<file path="config.mk">
export PLATFORM = sky130hd
export DESIGN_NAME = ocfl_core
export DESIGN_NICKNAME = d
export VERILOG_FILES = /design/src/rtl/ocfl_sync_edge.v /design/src/rtl/ocfl_lin_decode.v /design/src/rtl/ocfl_core.v
export VERILOG_INCLUDE_DIRS = /design/src /design/src/rtl
export SDC_FILE = /design/constraint.sdc
export NUM_CORES = 1
export LEC_CHECK = 0
export BUFFER_PORTS_ARGS = -buffer_cell sky130_fd_sc_hd__buf_2
export CORE_MARGIN = 8
export CORE_UTILIZATION = 33
export CTS_CLUSTER_DIAMETER = 80
export CTS_CLUSTER_SIZE = 30
export DETAILED_ROUTE_END_ITERATION = 10
export HOLD_SLACK_MARGIN = 0.06
export SLEW_MARGIN = 10
export SYNTH_ARGS = -nofsm -noshare
export SYNTH_HDL_FRONTEND = slang
export SYNTH_SLANG_ARGS = --single-unit
</file>
<file path="constraint.sdc">
create_clock -name sys_clk -period 15.3 [get_ports sys_clk]
set_input_delay 3.825 -clock sys_clk [delete_from_list [all_inputs] [get_ports sys_clk]]
set_output_delay 3.825 -clock sys_clk [all_outputs]
set_load 0.01 [all_outputs]
</file>
<file path="src/rtl/ocfl_defines.vh">
// constants for the overcurrent fault limit and response block
`ifndef OCFL_DEFINES_VH
`define OCFL_DEFINES_VH

// ----------------------------------------
// command codes and phase selector
// ----------------------------------------
`define OCFL_CMD_LIMIT 8'h46
`define OCFL_CMD_RESP 8'h47
`define OCFL_PHASE_ALL 8'hFF

// ----------------------------------------
// limit word layout and reset value
// ----------------------------------------
`define OCFL_EXP_HI 15
`define OCFL_EXP_LO 11
`define OCFL_MAN_HI 10
`define OCFL_MAN_LO 0
`define OCFL_EXP_RESET 5'h1E

// ----------------------------------------
// limit ranges in quarter amperes, hardware range in amperes
// ----------------------------------------
`define OCFL_PHASE_MAX_Q 10'h07C
`define OCFL_STACK_MAX_Q 12'h0F8
`define OCFL_HW_MIN_A 5'h04
`define OCFL_HW_MAX_A 5'h1F

// ----------------------------------------
// response byte fields and codes
// ----------------------------------------
`define OCFL_ACT_HI 7
`define OCFL_ACT_LO 6
`define OCFL_RETRY_HI 5
`define OCFL_RETRY_LO 3
`define OCFL_DELAY_HI 2
`define OCFL_DELAY_LO 0
`define OCFL_ACT_IGNORE 2'h0
`define OCFL_ACT_BAD 2'h1
`define OCFL_ACT_DELAY 2'h2
`define OCFL_ACT_NOW 2'h3
`define OCFL_RETRY_NONE 3'h0
`define OCFL_RETRY_FOREVER 3'h7

// ----------------------------------------
// shutdown delays in pwm clock periods
// ----------------------------------------
`define OCFL_DLY_SHORT 4'h3
`define OCFL_DLY_MID 4'h5
`define OCFL_DLY_LONG 4'h9

`endif

</file>
<file path="src/rtl/ocfl_sync_edge.v">
// two-flop synchroniser for a pin with rising edge detect
module ocfl_sync_edge (
	// clock and reset
	input wire sys_clk,
	input wire reset_n,
	// pin and result
	input wire pin,
	output wire level,
	output wire rise
);

	reg meta;
	reg sync;
	reg prev;

	// first flop feeds only the second one
	always @(posedge sys_clk or negedge reset_n) begin
		if (!reset_n) begin
			meta <= 1'b0;
			sync <= 1'b0;
			prev <= 1'b0;
		end else begin
			meta <= pin;
			sync <= meta;
			prev <= sync;
		end
	end

	assign level = sync;
	assign rise = sync & ~prev;

endmodule

</file>
<file path="src/rtl/ocfl_lin_decode.v">
// linear-format word to quarter amperes, with rounding bits
module ocfl_lin_decode (
	// linear word in
	input wire [15:0] word,
	// quarter-ampere value and flags
	output reg [9:0] q,
	output reg neg,
	output reg over,
	output reg rnd,
	output reg stk
);

	reg signed [5:0] sh;
	reg [5:0] k;
	reg [27:0] wide;
	reg [26:0] frac;

	// shift the mantissa by exponent plus two to reach quarter amperes
	always @* begin
		sh = $signed({word[15], word[15:11]}) + 6'sh02;
		k = 6'h00 - sh;
		wide = 28'h0000000;
		frac = 27'h0000000;
		q = 10'h000;
		over = 1'b0;
		rnd = 1'b0;
		stk = 1'b0;
		neg = word[10];
		if (!sh[5]) begin
			wide = {18'h00000, word[9:0]} << sh[4:0];
			q = wide[9:0];
			over = |wide[27:10];
		end else begin
			frac = {1'b0, word[9:0], 16'h0000} >> k[4:0];
			q = frac[25:16];
			rnd = frac[15];
			stk = |frac[14:0];
		end
	end

endmodule

</file>
<file path="src/rtl/ocfl_core.v">
// overcurrent fault limit registers and fault response engine
`include "ocfl_defines.vh"

module ocfl_core (
	// clock and reset
	input wire sys_clk,
	input wire reset_n,
	// command port
	input wire cmd_valid,
	input wire cmd_read,
	input wire cmd_word,
	input wire [7:0] cmd_code,
	input wire [15:0] cmd_wdata,
	output reg rsp_valid,
	output reg rsp_ack,
	output reg [15:0] rsp_data,
	// stack setup
	input wire [7:0] phase_select,
	input wire [2:0] num_phases,
	// nonvolatile values
	input wire [10:0] nvm_mantissa,
	input wire [7:0] nvm_response,
	input wire restore_req,
	// power stage control
	input wire op_on,
	input wire startup_ok,
	input wire [15:0] ton_rise_cycles,
	output reg power_enable,
	// pins from outside
	input wire pwm_clk_pin,
	input wire oc_comp_pin,
	// status and alert
	input wire clear_faults,
	output reg current_fault_summary_flag,
	output reg status_word_iout_flag,
	output reg current_fault_flag,
	output reg invalid_data_flag,
	output reg cml_summary_flag,
	output reg alert_n,
	// per-phase hardware limits in amperes
	output reg [19:0] hw_limit_bus
);

	// ----------------------------------------
	// state and storage
	// ----------------------------------------
	localparam ST_IDLE = 3'h0;
	localparam ST_START = 3'h1;
	localparam ST_RUN = 3'h2;
	localparam ST_DELAY = 3'h3;
	localparam ST_HICCUP = 3'h4;
	localparam ST_LATCH = 3'h5;

	reg [15:0] limit_word [0:3];
	reg [7:0] resp;
	reg loaded;
	reg [2:0] state;
	reg [2:0] attempts;
	reg [3:0] dly_cnt;
	reg [15:0] rise_cnt;
	reg [2:0] per_cnt;
	integer i;

	wire [1:0] act = resp[`OCFL_ACT_HI:`OCFL_ACT_LO];
	wire [2:0] retry = resp[`OCFL_RETRY_HI:`OCFL_RETRY_LO];
	wire [2:0] dsel = resp[`OCFL_DELAY_HI:`OCFL_DELAY_LO];

	// ----------------------------------------
	// pin synchronisers
	// ----------------------------------------
	wire pwm_rise;
	wire oc_level;
	wire oc_rise;

	ocfl_sync_edge u_pwm (
		.sys_clk(sys_clk),
		.reset_n(reset_n),
		.pin(pwm_clk_pin),
		.level(),
		.rise(pwm_rise)
	);

	ocfl_sync_edge u_oc (
		.sys_clk(sys_clk),
		.reset_n(reset_n),
		.pin(oc_comp_pin),
		.level(oc_level),
		.rise(oc_rise)
	);

	// ----------------------------------------
	// write data decode and range check
	// ----------------------------------------
	wire [9:0] wq;
	wire wneg;
	wire wover;
	wire wrnd;
	wire wstk;

	ocfl_lin_decode u_wdec (
		.word(cmd_wdata),
		.q(wq),
		.neg(wneg),
		.over(wover),
		.rnd(wrnd),
		.stk(wstk)
	);

	wire all_sel = (phase_select == `OCFL_PHASE_ALL);
	wire [1:0] idx = phase_select[1:0];
	reg [2:0] n;
	reg [11:0] stack_max;
	reg [9:0] qdiv;
	reg [20:0] div3;

	// phase count, stack ceiling and per-phase share of a written value
	always @* begin
		n = (num_phases == 3'h0 || num_phases > 3'h4) ? 3'h1 : num_phases;
		div3 = {11'h000, wq} * 21'h0002AB;
		case (n)
			3'h2: begin
				stack_max = `OCFL_STACK_MAX_Q << 1;
				qdiv = {1'b0, wq[9:1]};
			end
			3'h3: begin
				stack_max = `OCFL_STACK_MAX_Q * 12'h003;
				qdiv = div3[20:11];
			end
			3'h4: begin
				stack_max = `OCFL_STACK_MAX_Q << 2;
				qdiv = {2'h0, wq[9:2]};
			end
			default: begin
				stack_max = `OCFL_STACK_MAX_Q;
				qdiv = wq;
			end
		endcase
	end

	wire wfrac = wrnd | wstk;
	wire sel_ok = all_sel | ({5'h00, n} > phase_select);
	wire [11:0] wq12 = {2'h0, wq};
	wire stack_ok = (wq12 < stack_max) | ((wq12 == stack_max) & ~wfrac);
	wire phase_ok = (wq < `OCFL_PHASE_MAX_Q) | ((wq == `OCFL_PHASE_MAX_Q) & ~wfrac);
	wire lim_val_ok = ~wneg & ~wover & (all_sel ? stack_ok : phase_ok);
	wire is_lim = (cmd_code == `OCFL_CMD_LIMIT);
	wire is_resp = (cmd_code == `OCFL_CMD_RESP);
	wire wr_lim = cmd_valid & ~cmd_read & is_lim;
	wire wr_resp = cmd_valid & ~cmd_read & is_resp;
	wire lim_ok = cmd_word & sel_ok & lim_val_ok;
	wire resp_ok = ~cmd_word & (cmd_wdata[7:6] != `OCFL_ACT_BAD);
	wire busy_cmd = restore_req | ~loaded;
	wire bad_evt = ~busy_cmd & ((wr_lim & ~lim_ok) | (wr_resp & ~resp_ok));

	// ----------------------------------------
	// per-phase decode: hardware limit and restore rounding
	// ----------------------------------------
	wire [39:0] ph_q;
	wire [63:0] near_bus;
	wire [19:0] hw_next;
	genvar g;

	generate
		for (g = 0; g < 4; g = g + 1) begin : g_ph
			wire rnd;
			wire stk;
			wire [10:0] nq;
			wire [8:0] amps;
			ocfl_lin_decode u_dec (
				.word(limit_word[g]),
				.q(ph_q[g*10 +: 10]),
				.neg(),
				.over(),
				.rnd(rnd),
				.stk(stk)
			);
			// nearest quarter ampere, kept within the stored range
			assign nq = {1'b0, ph_q[g*10 +: 10]} + {10'h000, rnd};
			assign near_bus[g*16 +: 16] = (nq > {1'b0, `OCFL_PHASE_MAX_Q}) ?
				{`OCFL_EXP_RESET, 1'b0, `OCFL_PHASE_MAX_Q} :
				{`OCFL_EXP_RESET, 1'b0, nq[9:0]};
			// whole amperes rounded up, then held to the hardware span
			assign amps = {1'b0, ph_q[g*10+2 +: 8]} +
				{8'h00, (|ph_q[g*10 +: 2]) | rnd | stk};
			assign hw_next[g*5 +: 5] = (amps < {4'h0, `OCFL_HW_MIN_A}) ? `OCFL_HW_MIN_A :
				(amps > {4'h0, `OCFL_HW_MAX_A}) ? `OCFL_HW_MAX_A : amps[4:0];
		end
	endgenerate

	// each phase drives its own comparator threshold, one register for all slices
	always @(posedge sys_clk or negedge reset_n) begin
		if (!reset_n) begin
			hw_limit_bus <= 20'h00000;
		end else begin
			hw_limit_bus <= hw_next;
		end
	end

	// ----------------------------------------
	// read data: all-phase read scales the master
	// ----------------------------------------
	reg [11:0] all_q;
	reg [15:0] lim_rd;

	always @* begin
		case (n)
			3'h2: all_q = {1'b0, ph_q[9:0], 1'b0};
			3'h3: all_q = {2'h0, ph_q[9:0]} + {1'b0, ph_q[9:0], 1'b0};
			3'h4: all_q = {ph_q[9:0], 2'h0};
			default: all_q = {2'h0, ph_q[9:0]};
		endcase
		if (all_sel) begin
			lim_rd = {`OCFL_EXP_RESET, 1'b0, (|all_q[11:10]) ? 10'h3FF : all_q[9:0]};
		end else begin
			lim_rd = limit_word[idx];
		end
	end

	// ----------------------------------------
	// register file, nonvolatile load and restore
	// ----------------------------------------
	always @(posedge sys_clk or negedge reset_n) begin
		if (!reset_n) begin
			for (i = 0; i < 4; i = i + 1) begin
				limit_word[i] <= {`OCFL_EXP_RESET, 11'h000};
			end
			resp <= 8'h00;
			loaded <= 1'b0;
			rsp_valid <= 1'b0;
			rsp_ack <= 1'b0;
			rsp_data <= 16'h0000;
		end else begin
			rsp_valid <= 1'b0;
			if (!loaded) begin
				// first edge after release takes the stored values
				for (i = 0; i < 4; i = i + 1) begin
					limit_word[i] <= {`OCFL_EXP_RESET, nvm_mantissa};
				end
				resp <= nvm_response;
				loaded <= 1'b1;
			end else if (restore_req) begin
				for (i = 0; i < 4; i = i + 1) begin
					limit_word[i] <= near_bus[i*16 +: 16];
				end
				resp <= nvm_response;
			end else if (cmd_valid) begin
				if (cmd_read) begin
					rsp_valid <= 1'b1;
					rsp_ack <= (is_lim & cmd_word & sel_ok) | (is_resp & ~cmd_word);
					rsp_data <= (is_lim & cmd_word & sel_ok) ? lim_rd :
						(is_resp & ~cmd_word) ? {8'h00, resp} : 16'h0000;
				end else if (wr_lim & lim_ok) begin
					if (all_sel) begin
						for (i = 0; i < 4; i = i + 1) begin
							limit_word[i] <= {`OCFL_EXP_RESET, 1'b0, qdiv};
						end
					end else begin
						limit_word[idx] <= cmd_wdata;
					end
				end else if (wr_resp & resp_ok) begin
					resp <= cmd_wdata[7:0];
				end
			end
		end
	end

	// ----------------------------------------
	// response decode: delays and hiccup length
	// ----------------------------------------
	reg [3:0] dly_n;
	reg [2:0] hic_mult;

	always @* begin
		if (dsel < 3'h2) begin
			dly_n = `OCFL_DLY_SHORT;
			hic_mult = 3'h1;
		end else if (dsel < 3'h5) begin
			dly_n = `OCFL_DLY_MID;
			hic_mult = dsel;
		end else begin
			dly_n = `OCFL_DLY_LONG;
			hic_mult = dsel;
		end
	end

	wire live = (state == ST_START) | (state == ST_RUN);
	wire fault_evt = live & ((act == `OCFL_ACT_IGNORE) ? oc_rise : oc_level);
	wire retry_ok = (retry == `OCFL_RETRY_FOREVER) |
		((retry != `OCFL_RETRY_NONE) & (attempts < retry));
	wire [2:0] shut_state = retry_ok ? ST_HICCUP : ST_LATCH;
	wire [15:0] rise_len = (ton_rise_cycles == 16'h0000) ? 16'h0001 : ton_rise_cycles;

	// ----------------------------------------
	// fault response state machine
	// ----------------------------------------
	always @(posedge sys_clk or negedge reset_n) begin
		if (!reset_n) begin
			state <= ST_IDLE;
			power_enable <= 1'b0;
			attempts <= 3'h0;
			dly_cnt <= 4'h0;
			rise_cnt <= 16'h0000;
			per_cnt <= 3'h0;
		end else if (!op_on || !loaded) begin
			state <= ST_IDLE;
			power_enable <= 1'b0;
			attempts <= 3'h0;
		end else begin
			case (state)
				ST_IDLE: begin
					state <= ST_START;
					power_enable <= 1'b1;
				end
				ST_START, ST_RUN: begin
					if (fault_evt && act != `OCFL_ACT_IGNORE) begin
						if (act == `OCFL_ACT_DELAY) begin
							state <= ST_DELAY;
							dly_cnt <= 4'h0;
						end else begin
							state <= shut_state;
							power_enable <= 1'b0;
							rise_cnt <= 16'h0000;
							per_cnt <= 3'h0;
						end
					end else if (state == ST_START && startup_ok) begin
						state <= ST_RUN;
						attempts <= 3'h0;
					end
				end
				ST_DELAY: begin
					if (pwm_rise) begin
						dly_cnt <= dly_cnt + 4'h1;
						if (dly_cnt + 4'h1 == dly_n) begin
							state <= shut_state;
							power_enable <= 1'b0;
							rise_cnt <= 16'h0000;
							per_cnt <= 3'h0;
						end
					end
				end
				ST_HICCUP: begin
					if (rise_cnt + 16'h0001 >= rise_len) begin
						rise_cnt <= 16'h0000;
						per_cnt <= per_cnt + 3'h1;
						if (per_cnt + 3'h1 >= hic_mult) begin
							state <= ST_START;
							power_enable <= 1'b1;
							if (attempts != 3'h7) begin
								attempts <= attempts + 3'h1;
							end
						end
					end else begin
						rise_cnt <= rise_cnt + 16'h0001;
					end
				end
				ST_LATCH: begin
					power_enable <= 1'b0;
				end
				default: begin
					state <= ST_IDLE;
					power_enable <= 1'b0;
				end
			endcase
		end
	end

	// ----------------------------------------
	// sticky status flags and host alert, set wins over clear
	// ----------------------------------------
	wire next_sum = fault_evt | (current_fault_summary_flag & ~clear_faults);
	wire next_iout = fault_evt | (status_word_iout_flag & ~clear_faults);
	wire next_ocf = fault_evt | (current_fault_flag & ~clear_faults);
	wire next_inv = bad_evt | (invalid_data_flag & ~clear_faults);
	wire next_cml = bad_evt | (cml_summary_flag & ~clear_faults);

	always @(posedge sys_clk or negedge reset_n) begin
		if (!reset_n) begin
			current_fault_summary_flag <= 1'b0;
			status_word_iout_flag <= 1'b0;
			current_fault_flag <= 1'b0;
			invalid_data_flag <= 1'b0;
			cml_summary_flag <= 1'b0;
			alert_n <= 1'b1;
		end else begin
			current_fault_summary_flag <= next_sum;
			status_word_iout_flag <= next_iout;
			current_fault_flag <= next_ocf;
			invalid_data_flag <= next_inv;
			cml_summary_flag <= next_cml;
			alert_n <= ~(next_sum | next_iout | next_ocf | next_inv | next_cml);
		end
	end

endmodule

</file>
Word level (Yosys, flattened, before mapping)
Cells that the tools add are included.

Shift operators: 10. Equality and inequality tests: 40. Multipliers: 1. $add $sub $neg: 23. Reduce and logical (&&, ||, !) cells: 37. Bitwise operators: 69. Order comparisons: 23. Multiplexer cells: 105.

Operator list (number): 64-bit two-way mux (6); 16-bit two-way mux (11); 26-bit by 5-bit >> shifter with 26-bit output (5); 10-bit two-way mux (10); 15-bit OR reduction (5); 64-bit bitwise mux (1); 3-bit two-way mux (21); 10-bit one-hot mux with 3 select lines (2); 8-bit two-way mux (7); 16-bit one-hot mux with 3 select lines (1); 10-bit by 1-bit adder with 11-bit output (4); 11-bit by 7-bit > comparator with 1-bit output, second input constant (4); 5-bit two-way mux (8); 10-bit by 5-bit left shift with 10-bit output (4); 3-bit inequality test, second input constant (13); 8-bit by 1-bit adder with 9-bit output (4); 9-bit by 5-bit > comparator with 1-bit output, second input constant (4); 9-bit by 3-bit < comparator with 1-bit output, second input constant (4); 12-bit one-hot mux with 3 select lines (1); 16-bit binary-select mux with 2-bit select (1); 16-bit demux with 2-bit select (1); 5-bit by 3-bit adder with 6-bit output, second input constant (5); 10-bit by 5-bit left shift with 28-bit output (1); 1-bit bitwise AND (27); 55 further kinds (158).

Flip-flop bits (word level): 153.

Depth between registers and ports, before layout
Word-level depth: 20. Depth in mapped cells: 31.

By module
From an unflattened synthesis, not the netlist that was laid out.

Cells, all modules: 2560. Area total of the unflattened synthesis: 20307.0 µm².

By module, submodules not included: ocfl_core (area an instance 12847.3 µm², seq. area each 3699.8 µm², instances 1, cells each 1508); ocfl_lin_decode (g_ph[2].u_dec ...) (area an instance 1559.0 µm², seq. area each 0.0 µm², instances 3, cells each 202); ocfl_lin_decode (g_ph[0].u_dec ...) (area an instance 1302.5 µm², seq. area each 0.0 µm², instances 2, cells each 219); ocfl_sync_edge (area an instance 88.8 µm², seq. area each 75.1 µm², instances 2, cells each 4).

Worst setup path after synthesis
OpenSTA, ideal clock, no wires.

Kind: input -> register. Start: in cmd_wdata[11]. End: reg limit_word[54] (netlist bit). Data required time: 15181 ps. Arrival time: 10311 ps. Path slack: 4870 ps. Stages on the path: 27. Setup time: 119 ps. Path through: buf_4 > inv_1 > ha_1 > buf_6 > or3b_2 > or4_1 > and3_1 > o22ai_1 > ha_1 > inv_1 > fa_1 > fa_1 > inv_1 > fa_1 > ha_1 > ha_1 > a21o_1 > a21oi_1 > nor2b_1 > o21ai_0 > nand2b_1 > a21o_1 > o41a_1 > xor2_1 > a221oi_1 > nand4_1 > o21a_1.

Word-level cells in the longest chain between the ends: 15.

Ends and longest elaborated chain: start, declared (line ocfl_core.v:13) `input wire [15:0] cmd_wdata,`; 5-bit by 3-bit adder with 6-bit output (*) (line ocfl_lin_decode.v:20) `sh = $signed({word[15], word[15:11]}) + 6'sh02;`; branches (longest 14 deep; another with 10-bit by 10-bit multiplier with 20-bit output); end signal, assigned by index (line ocfl_core.v:243) `limit_word[i] <= near_bus[i*16 +: 16];`; end signal, assigned by index (line ocfl_core.v:255) `` limit_word[i] <= {`OCFL_EXP_RESET, 1'b0, qdiv}; ``; end signal, assigned by index (line ocfl_core.v:258) `limit_word[idx] <= cmd_wdata;`; end, declared (line ocfl_core.v:54) `reg [15:0] limit_word [0:3];`.

Every way passes the cells marked *. The select of a mux whose other input is x is not followed. A chain may end at the register's enable or synchronous reset.

Final worst setup path
Start: in cmd_wdata[11]. End: reg limit_word[37] (netlist bit).

The elaborated chain is that of the path after synthesis.

==> summary.md <==
| Metric | Value |
|---|---|
| Run status | `complete, no violations` |
| GR Overflow Total | `0` |
| PwrDens | `90.5 nW/um2` |
| Fillers | `5,916` |
| Met1 wire length | `29,700 um` |
| Crit-path leading delay family | `adder cells` |
| Data required, critical path | `15.65 ns` |
| Seq/Total Area, Yosys | `20.3%` |
| Achievable Freq | `86.1 MHz` |
| Area leader, netlist | `dfrtp_1` |
| Die footprint | `65,500 um2` |
| Mapped Area | `19,000 um2` |
| Critical Path Start Type | `primary input` |
| Wire per inst | `21.5 um` |
| RSZ-0062 raised after global routing | `false` |
| Worst EP arrival | `11.97 ns` |
| Hold path cells | `0` |
| Hold Crit Class | `reg2reg` |
| Via count | `19,100` |
| Cell Rows | `88` |
| Hold EP | `u_oc.level` |
| Net count after synthesis | `2,610` |
| Num CTS Buffers | `17` |
| Total clock sinks | `153` |
| Total leakage power | `8.99 nW` |
| Synth-to-layout area growth | `8.85%` |
| DR vias/cell | `6.02` |
| Post-Place Cells | `3,129` |
| Met3 WL | `4970 um` |
| Layout cell share with drive strength beyond 1 | `13.9%` |
| Min Clock Period, post-route | `11.61 ns` |
| Final Cycle Share | `75.9%` |
| Yosys cell types | `98` |
| Setup Viol. Count Final | `0` |
| R2R setup slack | `8.46 ns` |
| Endpoints failing hold | `0` |
| Post-synth EDFFs | `0` |
| Routed wire length | `68,100 um` |
| Critical-path top delay cell | `a221oi_1` |
| Post-synth top flop | `dfrtp_1` |
| Syn Area/Cell | `8.01 um2` |
| Largest net degree at the start of global routing | `85` |
| First drt pass iteration count | `7` |
| Worst path bufs/invs | `4` |
| Clock Latency Late Sink | `0.46 ns` |
| CP peak stage delay | `0.70 ns` |
| Initial core utilization | `33.1%` |
| FF-to-FF End | `rsp_data[7]` |
| Critical path class | `in2reg` |
| Synth Warn # | `0` |
| Top cells by area, synth | `dfrtp_1 (18%), ha_1 (8.8%), mux4_2 (5.7%), nor2_1 (4.4%), nand2_1 (4.2%)` |
| First-pass GRT wire length | `105,000 um` |
| CTS tree | `yes` |
| Met2 wire len | `31,500 um` |
| IO Count | `126` |
| Most frequent CP cell | `ha_1` |
| Gate Count Post-Synth | `2,373` |
| Routed Antenna Nets | `0` |
| CTS Hold Buffers Added | `0` |
| Setup Buffers After CTS | `0` |
| Chip height | `256 um` |
| # DRC | `0` |
| DR iter-0 viols | `2,021` |
| Ys async rst share | `100%` |
| Die Wd | `256 um` |
| Slew Limit Fails | `0` |
| Top Metal Used | `met4` |
| Core Region | `57,400 um2` |
| Port Buffers | `125` |
| Routability Congestion | `0.987` |
| Hold_sp | `u_oc.meta` |
| Yosys reg bits | `153` |
| Synth top area share | `17.9%` |
| Post-CTS Resized | `0` |
| Initial antenna violation count | `4` |
| Max IR drop VDD | `86.1 uV` |
| Maximum fanout along the worst path | `44` |
| Max-Cap Viols | `0` |
| Setup crit end kind | `flip-flop` |
| Worst-path clk slew | `0.07 ns` |
| Worst slew margin | `21.1%` |
| H-Tree Depth | `4` |
| Dpl hpwl | `52,600 um` |
| R2r startpoint | `limit_word[59]` |
| Vias in the first global route | `18,300` |
| CTS root buf | `clkbuf_16` |
| CTS max path bufs | `2` |
| Worst slew pin tran | `1.17 ns` |
| Nets@finish | `2,620` |
| Setup TNS | `0 ns` |
| Total track usage | `19.9%` |
| R2R cell count | `19` |
| Final cell count without fillers | `3,166` |
| Clk_skew | `0.0173 ns` |
==> where the power goes <==
part / switching, mW / internal [mW] / total [mW]
Sequential: 0.0663 / 0.452 / 0.519
Combinational: 0.555 / 0.352 / 0.907
Clock: 0.209 / 0.237 / 0.446
==> layout by cell type, fill, tap and decap left out, types with 31 or more instances in the layout <==
master,count
mux2_2,46
nor2_1,220
a31oi_1,66
mux4_2,48
dfrtp_1,136
nand2_1,215
nand2b_1,33
a21o_1,34
a21oi_1,159
and3_1,31
nor2b_1,35
o21ai_0,140
ha_1,134
xnor2_1,63
nor3_1,53
nand3_1,83
xor2_1,33
buf_2,124
inv_1,138
mux2i_1,79
==> logic make-up after synthesis <==
logic type               Yosys count  synth area share [%]
adder cells (fa/ha/maj)          156                  11.1
flip-flops                       153                  20.3
XOR/XNOR                          99                  4.68
other                              1                0.0197
multiplexers                     174                  12.6
AND/OR/NAND/NOR                  815                  20.8
buffers and inverters            289                  6.13
AO/OA/AOI/OAI                    686                  24.3
==> synth_stat cells, types with 13 or more instances <==
| master | n |
|---|---|
| mux2_2 | 46 |
| a22oi_1 | 13 |
| ha_1 | 134 |
| a31oi_1 | 66 |
| nor4_1 | 14 |
| a21oi_1 | 160 |
| nor3b_1 | 16 |
| a211oi_1 | 24 |
| a221oi_1 | 17 |
| a21o_1 | 34 |
| nand2_1 | 215 |
| nand4_1 | 24 |
| buf_2 | 19 |
| xnor2_1 | 63 |
| xor2_1 | 33 |
| buf_1 | 14 |
| nor2b_1 | 35 |
| or3_1 | 13 |
| clkbuf_1 | 104 |
| o21ai_0 | 140 |
| nor2_1 | 221 |
| dfrtp_1 | 136 |
| mux2i_1 | 79 |
| nand3_1 | 83 |
| nand3b_1 | 15 |
| nor3_1 | 54 |
| and3_1 | 31 |
| nand2b_1 | 33 |
| o22ai_1 | 14 |
| o21a_1 | 18 |
| and2_1 | 17 |
| inv_1 | 138 |
| dfstp_2 | 17 |
| fa_1 | 22 |
| mux4_2 | 48 |
==> how the worst max path moves through the flow <==
stage          cells past startpoint           from              to
6_report                          26  cmd_wdata[11]  limit_word[37]
3_3_place_gp                      26  cmd_wdata[11]  limit_word[54]
5_1_grt                           26  cmd_wdata[11]  limit_word[54]
4_1_cts                           26  cmd_wdata[11]  limit_word[54]
2_1_floorplan                     27  cmd_wdata[11]  limit_word[54]
3_5_place_dp                      26  cmd_wdata[11]  limit_word[54]
==> flip-flops by register name (all words and copies together), names as in the netlist, 3 cells and up <==
signal	cells
attempts	3
dly_cnt	4
hw_limit_bus	20
limit_word	64
per_cnt	3
resp	8
rise_cnt	16
rsp_data	16
state	3
==> stage by stage <==
stage	hold slack, ns	worst slack (ns)	utilization [%]	total power [mW]	instance area, um2
floorplan	0.331	4.87	-	1.14	19000
global placement	0.342	3.50	35.0	1.40	20100
detailed placement	0.347	3.26	35.0	1.42	20100
CTS	0.368	3.73	36.0	1.87	20700
global route	0.370	3.21	36.1	1.99	20700
finish	0.365	3.69	36.1	1.87	20700
==> area by class of cell <==
class	count	area, um2	area share (%)
Timing Repair Buffer	138	729	3.53
Inverter	142	533	2.58
Sequential cell	153	3850	18.6
Tap cell	765	957	4.63
Multi-Input combinational cell	1931	14000	67.7
Clock buffer	19	443	2.14
Clock inverter	13	155	0.750
Antenna cell	5	12.5	0.0605
==> metal layers <==
metal / vias to the layer above / GRT usage [%]
met5: - / 0
met4: 0 / 6.76
met3: 116 / 3.49
met2: 811 / 32.3
met1: 9327 / 26.3
li1: 8801 / -
Note: power is estimated with default switching activity, not from simulation.
